$ cat src/include/drh_pkg.sv
// package for the 64k x 1 dram host controller: timing counts, states and carriers
// assumes a 25 MHz system clock (40 ns period) and a 120 ns speed grade part
package drh_pkg;

  localparam int CLK_PERIOD_NS = 40;
  // timing figures in their own units
  localparam int POWERUP_PAUSE_US = 100;
  localparam int IDLE_LIMIT_MS = 2;
  localparam int REFRESH_INTERVAL_NS = 15600;
  localparam int PAGE_MAX_ACTIVE_US = 10;
  localparam int RAS_MIN_WIDTH_NS = 120;
  localparam int CAS_MIN_WIDTH_NS = 60;
  localparam int ROW_PRECHARGE_NS = 100;
  localparam int ROW_ADDRESS_HOLD_NS = 15;
  localparam int ROW_STROBE_ACCESS_NS = 120;
  localparam int COLUMN_STROBE_ACCESS_NS = 60;
  localparam int COLUMN_PRECHARGE_NS = 50;
  // least times round up, longest round down
  localparam int POWERUP_CYCLES = (POWERUP_PAUSE_US * 1000 + CLK_PERIOD_NS - 1) / CLK_PERIOD_NS;
  localparam int IDLE_LIMIT_CYCLES = (IDLE_LIMIT_MS * 1000000) / CLK_PERIOD_NS;
  localparam int REFRESH_CYCLES = REFRESH_INTERVAL_NS / CLK_PERIOD_NS;
  localparam int PAGE_MAX_CYCLES = (PAGE_MAX_ACTIVE_US * 1000) / CLK_PERIOD_NS;
  localparam int RAS_MIN_CYCLES = (RAS_MIN_WIDTH_NS + CLK_PERIOD_NS - 1) / CLK_PERIOD_NS;
  localparam int CAS_MIN_CYCLES = (CAS_MIN_WIDTH_NS + CLK_PERIOD_NS - 1) / CLK_PERIOD_NS;
  localparam int PRECHARGE_CYCLES = (ROW_PRECHARGE_NS + CLK_PERIOD_NS - 1) / CLK_PERIOD_NS;
  localparam int ROW_HOLD_CYCLES = (ROW_ADDRESS_HOLD_NS + CLK_PERIOD_NS - 1) / CLK_PERIOD_NS;
  localparam int CAS_PRECHARGE_CYCLES =
    (COLUMN_PRECHARGE_NS + CLK_PERIOD_NS - 1) / CLK_PERIOD_NS;
  localparam int WAKE_CYCLES = 8;
  localparam int ROW_BITS = 8;
  localparam int COL_BITS = 8;
  localparam int REFRESH_ROW_BITS = 7;
  localparam int TIMER_BITS = 16;

  // one access request from the user side
  typedef struct packed {
    logic write;
    logic [ROW_BITS-1:0] row;
    logic [COL_BITS-1:0] col;
    logic data;
  } drh_req_type;

  // pin group towards the dram
  typedef struct packed {
    logic ras_n;
    logic cas_n;
    logic write_n;
    logic [7:0] addr;
    logic data_in;
  } drh_pins_type;

  // gray-coded along init -> idle -> row -> col -> hold -> page wait
  typedef enum logic [3:0] {
    ST_POWERUP = 4'h0,
    ST_WAKE_LOW = 4'h1,
    ST_WAKE_HIGH = 4'h3,
    ST_IDLE = 4'h2,
    ST_ROW = 4'h6,
    ST_COL = 4'h7,
    ST_COL_HOLD = 4'h5,
    ST_PAGE_WAIT = 4'h4,
    ST_CAS_PRE = 4'hC,
    ST_PRECHARGE = 4'hD,
    ST_REFRESH = 4'hF
  } drh_state_type;

endpackage

$ cat src/rtl/drh_host.sv
// host controller for a 64k x 1 multiplexed-address dram
// assumes the user side is synchronous to sys_clk_i and read data is sampled on that clock
`timescale 1ns/10ps
`default_nettype none

// How it works
// - after reset wait 100 us, then eight row-strobe cycles before any access
// - after over 2 ms without strobes, repeat eight row-strobe wake cycles
// - row field then column field on eight address pins, each under its strobe
// - column strobe follows row strobe inside the row-to-column delay window
// - page mode presents a new column per column strobe with row strobe held
// - refresh drives a 7-bit row; the top row address bit is unused
// - column strobe stays high during a row-only refresh cycle
// - a read starts with a valid row address as the row strobe falls
// - strobes keep their minimum widths; row strobe precharges before next cycle
// - column strobe may overlap the next cycle by at most 10 ns
// - write strobe stays high around the whole column strobe of a read
// - refresh every row of 128 within 2 ms, one row per 15.6 us
// - page mode never holds the row strobe low beyond 10 us
module drh_host #(
  parameter int POWERUP_COUNT = drh_pkg::POWERUP_CYCLES,
  parameter int IDLE_COUNT = drh_pkg::IDLE_LIMIT_CYCLES,
  parameter int REFRESH_COUNT = drh_pkg::REFRESH_CYCLES,
  parameter int PAGE_COUNT = drh_pkg::PAGE_MAX_CYCLES
) (
  input wire logic sys_clk_i,
  input wire logic rst_i,
  input wire logic req_valid_i,
  input wire drh_pkg::drh_req_type req_i,
  input wire logic page_i,
  output logic req_ready_o,
  output logic rd_valid_o,
  output logic rd_data_o,
  output logic init_done_o,
  output logic dram_ras_n_o,
  output logic dram_cas_n_o,
  output logic dram_write_n_o,
  output logic [7:0] dram_addr_o,
  output logic dram_data_o,
  input wire logic dram_q_i
);

  localparam int TW = drh_pkg::TIMER_BITS;
  localparam int BW = 24;

  drh_pkg::drh_state_type state;
  drh_pkg::drh_state_type next_state;
  drh_pkg::drh_req_type cur;
  drh_pkg::drh_pins_type pins;
  drh_pkg::drh_pins_type next_pins;
  logic [3:0] wake_count;
  logic [BW-1:0] idle_count;
  logic [BW-1:0] refresh_count;
  logic [BW-1:0] page_count;
  logic [drh_pkg::REFRESH_ROW_BITS-1:0] refresh_row;
  logic refresh_due;
  logic init_done;
  logic timer_load;
  logic [TW-1:0] timer_value;
  logic timer_done;
  logic pause_loaded;

  drh_timer #(
    .WIDTH(TW)
  ) u_timer (
    .sys_clk_i(sys_clk_i),
    .rst_i(rst_i),
    .load_i(timer_load),
    .value_i(timer_value),
    .done_o(timer_done)
  );

  // decode of what the state machine may start
  wire logic idle_ready = (state == drh_pkg::ST_IDLE) && timer_done;
  wire logic start_refresh = idle_ready && refresh_due;
  wire logic start_access = idle_ready && !refresh_due && req_valid_i;
  wire logic idle_expired = (idle_count >= BW'(IDLE_COUNT));
  wire logic start_wake = idle_ready && !refresh_due && !req_valid_i && idle_expired;
  wire logic page_room = (page_count < BW'(PAGE_COUNT - 8));
  wire logic page_go = page_i && req_valid_i && !refresh_due && page_room
    && (req_i.row == cur.row);
  // read data is captured on the same edge that raises the column strobe
  wire logic read_sample = (state == drh_pkg::ST_COL_HOLD) && timer_done && !cur.write;
  // refresh flag as it stands after this edge; ready stays low whenever a refresh would win
  wire logic refresh_tick = (refresh_count >= BW'(REFRESH_COUNT - 1));
  wire logic next_refresh_due = refresh_tick ? init_done : (refresh_due && !start_refresh);

  // state sequencing
  always_comb begin
    next_state = state;
    timer_load = 1'b0;
    timer_value = '0;
    next_pins = pins;
    case (state)
      drh_pkg::ST_POWERUP: begin
        if (!pause_loaded) begin
          timer_load = 1'b1;
          timer_value = TW'(POWERUP_COUNT);
        end else if (timer_done) begin
          next_state = drh_pkg::ST_WAKE_LOW;
          next_pins.ras_n = 1'b0;
          timer_load = 1'b1;
          timer_value = TW'(drh_pkg::RAS_MIN_CYCLES);
        end
      end
      drh_pkg::ST_WAKE_LOW: begin
        if (timer_done) begin
          next_state = drh_pkg::ST_WAKE_HIGH;
          next_pins.ras_n = 1'b1;
          timer_load = 1'b1;
          timer_value = TW'(drh_pkg::PRECHARGE_CYCLES);
        end
      end
      drh_pkg::ST_WAKE_HIGH: begin
        if (timer_done) begin
          if (wake_count == 4'(drh_pkg::WAKE_CYCLES - 1)) begin
            next_state = drh_pkg::ST_IDLE;
          end else begin
            next_state = drh_pkg::ST_WAKE_LOW;
            next_pins.ras_n = 1'b0;
            timer_load = 1'b1;
            timer_value = TW'(drh_pkg::RAS_MIN_CYCLES);
          end
        end
      end
      drh_pkg::ST_IDLE: begin
        if (start_refresh) begin
          next_state = drh_pkg::ST_REFRESH;
          next_pins.addr = {1'b0, refresh_row};
          next_pins.ras_n = 1'b0;
          next_pins.cas_n = 1'b1;
          timer_load = 1'b1;
          timer_value = TW'(drh_pkg::RAS_MIN_CYCLES);
        end else if (start_access) begin
          next_state = drh_pkg::ST_ROW;
          next_pins.addr = req_i.row;
          next_pins.ras_n = 1'b0;
          next_pins.write_n = ~req_i.write;
          next_pins.data_in = req_i.data;
          timer_load = 1'b1;
          timer_value = TW'(drh_pkg::ROW_HOLD_CYCLES);
        end else if (start_wake) begin
          next_state = drh_pkg::ST_WAKE_LOW;
          next_pins.ras_n = 1'b0;
          timer_load = 1'b1;
          timer_value = TW'(drh_pkg::RAS_MIN_CYCLES);
        end
      end
      drh_pkg::ST_ROW: begin
        // address switches to column one cycle before the column strobe falls
        if (timer_done) begin
          next_state = drh_pkg::ST_COL;
          next_pins.addr = cur.col;
        end
      end
      drh_pkg::ST_COL: begin
        next_state = drh_pkg::ST_COL_HOLD;
        next_pins.cas_n = 1'b0;
        timer_load = 1'b1;
        // hold long enough for both widths and the row-strobe access time
        timer_value = TW'(drh_pkg::ROW_STROBE_ACCESS_NS / drh_pkg::CLK_PERIOD_NS + 1);
      end
      drh_pkg::ST_COL_HOLD: begin
        if (timer_done) begin
          next_pins.cas_n = 1'b1;
          next_state = drh_pkg::ST_PAGE_WAIT;
        end
      end
      drh_pkg::ST_PAGE_WAIT: begin
        if (page_go) begin
          next_state = drh_pkg::ST_CAS_PRE;
          next_pins.write_n = ~req_i.write;
          next_pins.data_in = req_i.data;
          timer_load = 1'b1;
          timer_value = TW'(drh_pkg::CAS_PRECHARGE_CYCLES - 1);
        end else begin
          next_state = drh_pkg::ST_PRECHARGE;
          next_pins.ras_n = 1'b1;
          next_pins.write_n = 1'b1;
          timer_load = 1'b1;
          timer_value = TW'(drh_pkg::PRECHARGE_CYCLES);
        end
      end
      drh_pkg::ST_CAS_PRE: begin
        if (timer_done) begin
          next_state = drh_pkg::ST_COL;
          next_pins.addr = cur.col;
        end
      end
      drh_pkg::ST_REFRESH: begin
        if (timer_done) begin
          next_state = drh_pkg::ST_PRECHARGE;
          next_pins.ras_n = 1'b1;
          timer_load = 1'b1;
          timer_value = TW'(drh_pkg::PRECHARGE_CYCLES);
        end
      end
      drh_pkg::ST_PRECHARGE: begin
        if (timer_done) begin
          next_state = drh_pkg::ST_IDLE;
        end
      end
      default: begin
        next_state = drh_pkg::ST_POWERUP;
      end
    endcase
  end

  // state, pins and request capture
  always_ff @(posedge sys_clk_i) begin
    if (rst_i) begin
      state <= drh_pkg::ST_POWERUP;
      pins <= '{ras_n: 1'b1, cas_n: 1'b1, write_n: 1'b1, addr: 8'h00, data_in: 1'b0};
      cur <= '0;
    end else begin
      state <= next_state;
      pins <= next_pins;
      if (start_access || (state == drh_pkg::ST_PAGE_WAIT && page_go)) begin
        cur <= req_i;
      end
    end
  end

  // the power-up pause is loaded once out of reset through a separate path
  wire logic first_cycle = (state == drh_pkg::ST_POWERUP) && !init_done && (wake_count == 4'h0);

  // wake cycle counter and init flag
  always_ff @(posedge sys_clk_i) begin
    if (rst_i) begin
      wake_count <= 4'h0;
      init_done <= 1'b0;
    end else if (state == drh_pkg::ST_WAKE_HIGH && timer_done) begin
      wake_count <= wake_count + 4'h1;
      if (wake_count == 4'(drh_pkg::WAKE_CYCLES - 1)) begin
        init_done <= 1'b1;
        wake_count <= 4'h0;
      end
    end
  end

  // inactivity, refresh and row-active timers; wide counts live here, not in drh_timer
  always_ff @(posedge sys_clk_i) begin
    if (rst_i) begin
      idle_count <= '0;
      refresh_count <= '0;
      page_count <= '0;
      refresh_row <= '0;
      refresh_due <= 1'b0;
    end else begin
      idle_count <= pins.ras_n ? (idle_expired ? idle_count : idle_count + BW'(1)) : '0;
      page_count <= pins.ras_n ? '0 : page_count + BW'(1);
      if (start_refresh) begin
        refresh_due <= 1'b0;
        refresh_row <= refresh_row + 7'h01;
      end
      if (refresh_count >= BW'(REFRESH_COUNT - 1)) begin
        refresh_count <= '0;
        refresh_due <= init_done;
      end else begin
        refresh_count <= refresh_count + BW'(1);
      end
    end
  end

  // unlatched dram output is caught while the column strobe is still low
  always_ff @(posedge sys_clk_i) begin
    if (rst_i) begin
      rd_valid_o <= 1'b0;
      rd_data_o <= 1'b0;
    end else begin
      rd_valid_o <= read_sample;
      if (read_sample) begin
        rd_data_o <= dram_q_i;
      end
    end
  end

  // ready only when a new request would be taken on the next edge
  always_ff @(posedge sys_clk_i) begin
    if (rst_i) begin
      req_ready_o <= 1'b0;
    end else begin
      req_ready_o <= (next_state == drh_pkg::ST_IDLE) && init_done && !next_refresh_due;
    end
  end

  // power-up pause: timer loaded from a second path on the very first cycle
  always_ff @(posedge sys_clk_i) begin
    if (rst_i) begin
      pause_loaded <= 1'b0;
    end else if (first_cycle) begin
      pause_loaded <= 1'b1;
    end
  end

  assign init_done_o = init_done;
  assign dram_ras_n_o = pins.ras_n;
  assign dram_cas_n_o = pins.cas_n;
  assign dram_write_n_o = pins.write_n;
  assign dram_addr_o = pins.addr;
  assign dram_data_o = pins.data_in;

endmodule // drh_host
`default_nettype wire

$ cat src/rtl/drh_timer.sv
// down counter used for the strobe widths, precharges and power-up pause in the host
// assumes one clock; load wins over counting
`timescale 1ns/10ps
`default_nettype none
module drh_timer #(
  parameter int WIDTH = 16
) (
  input wire logic sys_clk_i,
  input wire logic rst_i,
  input wire logic load_i,
  input wire logic [WIDTH-1:0] value_i,
  output logic done_o
);

  logic [WIDTH-1:0] count;
  wire logic at_zero = (count == '0);

  // reload on request, otherwise count down and stick at zero
  always_ff @(posedge sys_clk_i) begin
    if (rst_i) begin
      count <= '0;
    end else if (load_i) begin
      count <= value_i;
    end else if (!at_zero) begin
      count <= count - WIDTH'(1);
    end
  end

  // done depends on the count alone; gating it with load would close a loop through the caller
  assign done_o = at_zero;

endmodule // drh_timer
`default_nettype wire

$ cat config.mk
export PLATFORM = sky130hd
export DESIGN_NAME = drh_host
export DESIGN_NICKNAME = d
export VERILOG_FILES = /design/src/include/drh_pkg.sv /design/src/rtl/drh_host.sv /design/src/rtl/drh_timer.sv
export SDC_FILE = /design/constraint.sdc
export NUM_CORES = 1
export LEC_CHECK = 0
export ABC_AREA = 0
export BUFFER_PORTS_ARGS = -buffer_cell sky130_fd_sc_hd__clkbuf_2
export CAP_MARGIN = 20
export CORE_MARGIN = 5
export CORE_UTILIZATION = 28
export DETAILED_ROUTE_END_ITERATION = 6
export GPL_ROUTABILITY_DRIVEN = 0
export PLACE_DENSITY = 0.46
export SYNTH_ARGS = -nofsm -noshare
export SYNTH_HDL_FRONTEND = slang
export SYNTH_SLANG_ARGS = --single-unit
$ cat constraint.sdc
create_clock -name sys_clk_i -period 4.8 [get_ports sys_clk_i]
set_clock_uncertainty 0.2 [all_clocks]
set_input_delay 0.24 -clock sys_clk_i [delete_from_list [all_inputs] [get_ports sys_clk_i]]
set_output_delay 0.24 -clock sys_clk_i [all_outputs]
set_load 0.02 [all_outputs]
## After elaboration in Yosys (flattened, before gate mapping)

Cells that the tools add are included.

| word-level totals | value |
|---|---|
| register bits after elaboration | 138 |
| bits in latches | 0 |
| memory bits (writable) | 0 |
| ROM bits | 0 |
| input bits | 23 |
| logic and storage cells | 165 |
| memories | 0 |

| operators by class | value |
|---|---|
| add/sub/neg operators | 6 |
| multiply operators | 0 |
| div/mod/pow operators | 0 |
| magnitude comparators | 3 |
| equality and inequality tests | 28 |
| shifts and indexed selects | 0 |
| mux-type cells | 59 |
| bitwise operators | 2 |
| reduce and logical (&&, ||, !) cells | 46 |

Operator list:

| kind | number |
|---|---|
| 16-bit case mux with 6 select lines | 1 |
| 24-bit by 1-bit adder with 24-bit output (second input constant) | 3 |
| 16-bit 2-to-1 mux | 4 |
| 4-bit 2-to-1 mux | 12 |
| 4-bit case mux with 10 select lines | 1 |
| 1-bit 2-to-1 mux | 25 |
| 24-bit by 16-bit >= comparator with 1-bit output (second input constant) | 1 |
| 24-bit by 9-bit >= comparator with 1-bit output (second input constant) | 1 |
| 24-bit by 8-bit < comparator with 1-bit output (second input constant) | 1 |
| 2-bit != test (second input constant) | 11 |
| 4-bit by 3-bit equality test with 1-bit output (second input constant) | 5 |
| 1-bit logical AND | 19 |
| 16-bit logical NOT | 1 |
| 8-bit 2-to-1 mux | 2 |
| 8-bit case mux with 2 select lines | 1 |
| 16-bit by 1-bit subtractor with 16-bit output (second input constant) | 1 |
| 4-bit by 2-bit equality test with 1-bit output (second input constant) | 3 |
| 4-bit equality test (second input constant) | 3 |
| 12-bit 2-to-1 mux | 1 |
| 2-bit 2-to-1 mux | 6 |
| 2-bit OR reduction | 6 |
| 10-bit 2-to-1 mux | 1 |
| 1-bit case mux with 5 select lines | 2 |
| 3-bit AND reduction | 3 |
| 19 further kinds | 30 |

## Logic depth before layout (Yosys ltp)

| depth | value |
|---|---|
| word-level depth | 12 |
| depth in mapped cells | 10 |
| depth with buffers taken out | 8 |

## Modules after synthesis

A second synthesis with hierarchy kept.

| unflattened totals | value |
|---|---|
| cells, all modules | 742 |
| area total of the unflattened synthesis | 6528.8 sq um |

Modules (own cells, without submodules):

| module | instances | cells an instance | area an instance (sq um) |
|---|---|---|---|
| drh_host | 1 | 640 | 5660.4 |
| drh_timer | 1 | 102 | 868.3 |

## Worst setup path before layout

No wires, ideal clock.

| timing | value |
|---|---|
| path type | reg-to-reg |
| start point | reg u_timer.count[0] |
| end point | reg cur[8] (netlist name) |
| data arrival time | 2.135 ns |
| setup slack | 2.338 ns |
| cell stages (with the launch flop) | 11 |
| cells stage by stage | dfxtp_1 -> inv_1 -> ha_1 -> nor3b_1 -> and4b_1 -> buf_2 -> and3_1 -> nor2_2 -> buf_2 -> mux2i_1 -> nor2_1 |

| between the ends | value |
|---|---|
| word-level cells in the longest chain between the ends | 5 |

RTL lines:

| item | line | source |
|---|---|---|
| start: declaration | drh_timer.sv:15 | `logic [WIDTH-1:0] count;` |
| start signal: assignment | drh_timer.sv:23 | `count <= value_i;` |
| start signal: assignment | drh_timer.sv:25 | `count <= count - WIDTH'(1);` |
| 16-bit logical NOT | drh_timer.sv:16 | `wire logic at_zero = (count == '0);` |
| 1-bit logical AND | drh_host.sv:74 | `wire logic idle_ready = (state == drh_pkg::ST_IDLE) && timer_done;` |
| 1-bit logical AND (2 in series) | drh_host.sv:76 | `wire logic start_access = idle_ready && !refresh_due && req_valid_i;` |
| 1-bit logical OR | drh_host.sv:218 | `if (start_access \|\| (state == drh_pkg::ST_PAGE_WAIT && page_go)) begin` |
| end signal: assignment | drh_host.sv:219 | `cur <= req_i;` |
| end: declaration | drh_host.sv:48 | `drh_pkg::drh_req_type cur;` |

No other way between the ends.
A chain may end at the register's enable or synchronous reset.

## Final worst setup path

| timing | value |
|---|---|
| start point | reg u_timer.count[0] |
| end point | reg refresh_row[6] (netlist name) |

| between the ends | value |
|---|---|
| word-level cells in the longest chain between the ends | 3 |

RTL lines:

| item | line | source |
|---|---|---|
| 16-bit logical NOT | drh_timer.sv:16 |  |
| 1-bit logical AND | drh_host.sv:74 |  |
| 1-bit logical AND | drh_host.sv:75 | `wire logic start_refresh = idle_ready && refresh_due;` |
| end signal: assignment | drh_host.sv:254 | `refresh_row <= refresh_row + 7'h01;` |
| end: declaration | drh_host.sv:55 | `logic [drh_pkg::REFRESH_ROW_BITS-1:0] refresh_row;` |

No other way between the ends.

==> results.md <==
* Final setup viols at 0
* Via/cell ratio at 4.63
* Crit. End Element: flip-flop
* # nets final at ~800
* Die footprint at about 25000 sq um
* Chip width at 158 microns
* Yosys reg bits at 138
* Relative slew margins at 29.7%
* Initial core utilization at roughly 28%
* Reg-to-reg critical path startpoint: u_timer.count[0]
* Synth cell types at between 50 and 60
* RSZ-0062 raised after global routing: false
* Max VDD drop at between 200 and 250 uV
* Place WS at about 1.4 ns
* Clk buf depth at 2
* Post-synth top cells: 138 x dfxtp_1, 110 x nor2_1, 48 x a21oi_1, 47 x nand2_1, 39 x xor2_1
* Synth warn at 0
* HP Class: in2reg
* Fmax at 0.287 GHz
* Core area at 21700 sq um
* Multi-input gate area at 3220 sq um
* Number of diodes at 0
* Slowest-stage cell, CP: and4b_1
* EDFF count, synth at 0
* Seq/Total Area, Yosys at between 40% and 50%
* Die height at between 150 and 200 microns
* Final Cycle Share at just over 70%
* Final-layout fill cell count at roughly 2200
* Top area cells in the synthesized netlist: dfxtp_1 45%, nor2_1 6.8%, xor2_1 5.6%, a21oi_1 3.9%, xnor2_1 3.9%
* Total grt overflow at 0
* H-tree depth at 4
* Drt pass-1 iters at 4
* Final WL at 14000 microns
* Synth-to-Final Area Change at 20.5%
* Via Count at ~4900
* Root buffer cell: clkbuf_16
* Finished Layout Cells at ~1100
* Resize count post-CTS at 0
* Max Fanout on Critical Path at 20
* Critical path startpoint: u_timer.count[0]
* Max Transition Viols Final at 0
* Met3 usage at between 2 and 3%
* Share of the synthesized area in the top cell type at a little under half
* Worst hold start: rst_i
* Power density over the cells at 428 nW/um^2
* # rows at 54
* Clock latency on the worst-skew pair at around 0.42 ns
* Crit path required time at a little under 5 ns
* Dpl cells at between 1000 and 1500
* Count of max-cap constraint violations at 0
* Hold endpoint: u_timer.count[2]
* Setup_tns at 0 ns
* Mean Syn Cell Area at 8.71 sq um
* CTS tree: done
* Clock sinks at between 100 and 150
* Mapped cell area at approximately 6100 sq um
* R2R depth at 8
* Asr flop ratio synth at 0%
* Mapped Cells at approximately 700
* Worst EP arrival at around 3.6 ns
* FF-to-FF End: refresh_row[6]
* First-pass GRT wire length at about 24000 microns
* Critical path class: reg2reg
* Startpoint types: flip-flop
* Drt first-iter violations at between 200 and 250
* CP Cell Sequence: inv_1, ha_1, nor3b_1, and4b_1, and3_1, nand2_1, or3_1, a21oi_1
* Grt met1 use at approximately 16%
* Top_reg_cell synth: dfxtp_1
* Register Area at roughly 2800 sq um
* Final WS setup at around 1.3 ns
* Most numerous cell in the Yosys netlist: dfxtp_1
* Residual DRC at 0
* Slew of the pin with the lowest slew margin at ~1.1 ns
* Vias in the first global route at between 4000 and 5000
* CP peak stage delay at ~0.76 ns
* Min Tclk post-route at 3.49 ns
* Worst hold stages at 2
* Largest net degree at the start of global routing at 35
* Leakage at 0.00278 uW
* WL/cell at 13.3 microns
* Most used routing layer: met2
* Io pins at 39
* GRT Util Overall at between 10% and 20%
* Num CTS Buffers at 17
* Status: completed
* Worst-path clk slew at about 0.06 ns
* Hpwl dp at roughly 9500 microns
* Share of layout cells above drive strength 1 at approximately 11%
* GRT met2 Usage at 18.3%
* Antenna viol nets, final at 0
* Synth area leader: dfxtp_1
* Final hold violation count at 0
* Port Buffer Count at 38
* Initial antenna violation count at 0
* Reg2reg setup slack at 1.31 ns
-- timing repair --
| item | 4_1_cts | 5_1_grt |
|---|---|---|
| hold buffers | 19 | 0 |
| hold endpoints to repair | 21 | 0 |
| setup buffers | 0 | 0 |
-- sequential cells by signal, indices dropped and copies added, names as in the netlist --
register        flops
refresh_row         7
pause_loaded        1
u_timer.count      16
dram_ras_n_o        1
dram_data_o         1
idle_count         24
page_count         24
refresh_count      24
refresh_due         1
init_done_o         1
wake_count          4
dram_cas_n_o        1
cur                17
dram_addr_o         8
state               4
req_ready_o         1
dram_write_n_o      1
rd_data_o           1
rd_valid_o          1
-- cell families (layout without fill, tap and decap cells) --
group / count (synthesis) / count (layout) / share of synthesized area [%]
buffers and inverters: 46 / 106 / 3.05
adder cells (fa/ha/maj): 11 / 11 / 2.25
multiplexers: 20 / 20 / 3.29
flip-flops: 138 / 138 / 45.2
AND/OR/NAND/NOR: 308 / 308 / 25.9
other: 1 / 15 / 0.0613
AO/OA/AOI/OAI: 112 / 112 / 10.8
XOR/XNOR: 66 / 66 / 9.45
-- how the worst max path moves through the flow --
stage                           endpoint  slack [ns]
after floorplan                   cur[8]        2.34
after global placement    refresh_row[5]        1.43
after detailed placement  refresh_row[6]        1.37
after CTS                 refresh_row[5]        1.34
after global routing      refresh_row[5]        1.10
final                     refresh_row[6]        1.31
-- metal layers --
layer	part of all wire (%)	vias to the layer above
met1	52	2259
met5	0	-
li1	-	2559
met4	1.4	0
met3	2.9	14
met2	44	57
-- cell usage in the layout (no fill, tap or decap), types with 12 or more instances in the layout --
cell type      Yosys  final
mux2i_1           19     19
nor2_1           110    110
a21oi_1           48     48
dfxtp_1          138    138
dlygate4sd3_1      0     19
xnor2_1           27     27
clkbuf_16          0     17
nor4_1            14     13
nand2_1           47     47
nand4_1           21     21
clkbuf_2           0     38
xor2_1            39     39
and2_1            12     12
inv_1             14     14
nor3_1            16     16
nand3_1           23     23
conb_1             1     15
o21ai_0           27     27
-- per-stage QoR --
| step | util, % | hold slack [ns] | cell area, sq um | total power, uW |
|---|---|---|---|---|
| 2_1_floorplan | - | 0.184 | 6170 | 1770 |
| 3_3_place_gp | 30.4 | 0.243 | 6600 | 1910 |
| 3_5_place_dp | 30.4 | 0.244 | 6600 | 1900 |
| 4_1_cts | 34.0 | 0.175 | 7370 | 3210 |
| 5_1_grt | 34.0 | 0.228 | 7370 | 3340 |
| 6_report | 34.0 | 0.188 | 7370 | 3160 |
-- area by class of cell --
type | count | area share, %
tap | 280 | 4.75
clock inverter | 15 | 2.07
timing repair buffer | 60 | 5.47
sequential | 138 | 37.5
clock buffer | 17 | 5.77
inverter | 14 | 0.713
multi-input combinational | 532 | 43.7
-- worst max-delay path, delay by kind of cell, from the launching register on --
family / cells / cell delay, ns
simple gates: 5 / 2.49
flops: 1 / 0.34
fa+ha+maj: 1 / 0.16
compound gates: 1 / 0.15
buf+inv: 1 / 0.09
-- where the power goes --
part	internal, uW	total [uW]	switching, uW
Sequential	1220	1300	89.6
Combinational	247	582	335
Clock	692	1270	576
Total	2150	3160	1000
(Power assumes the default switching activity.)
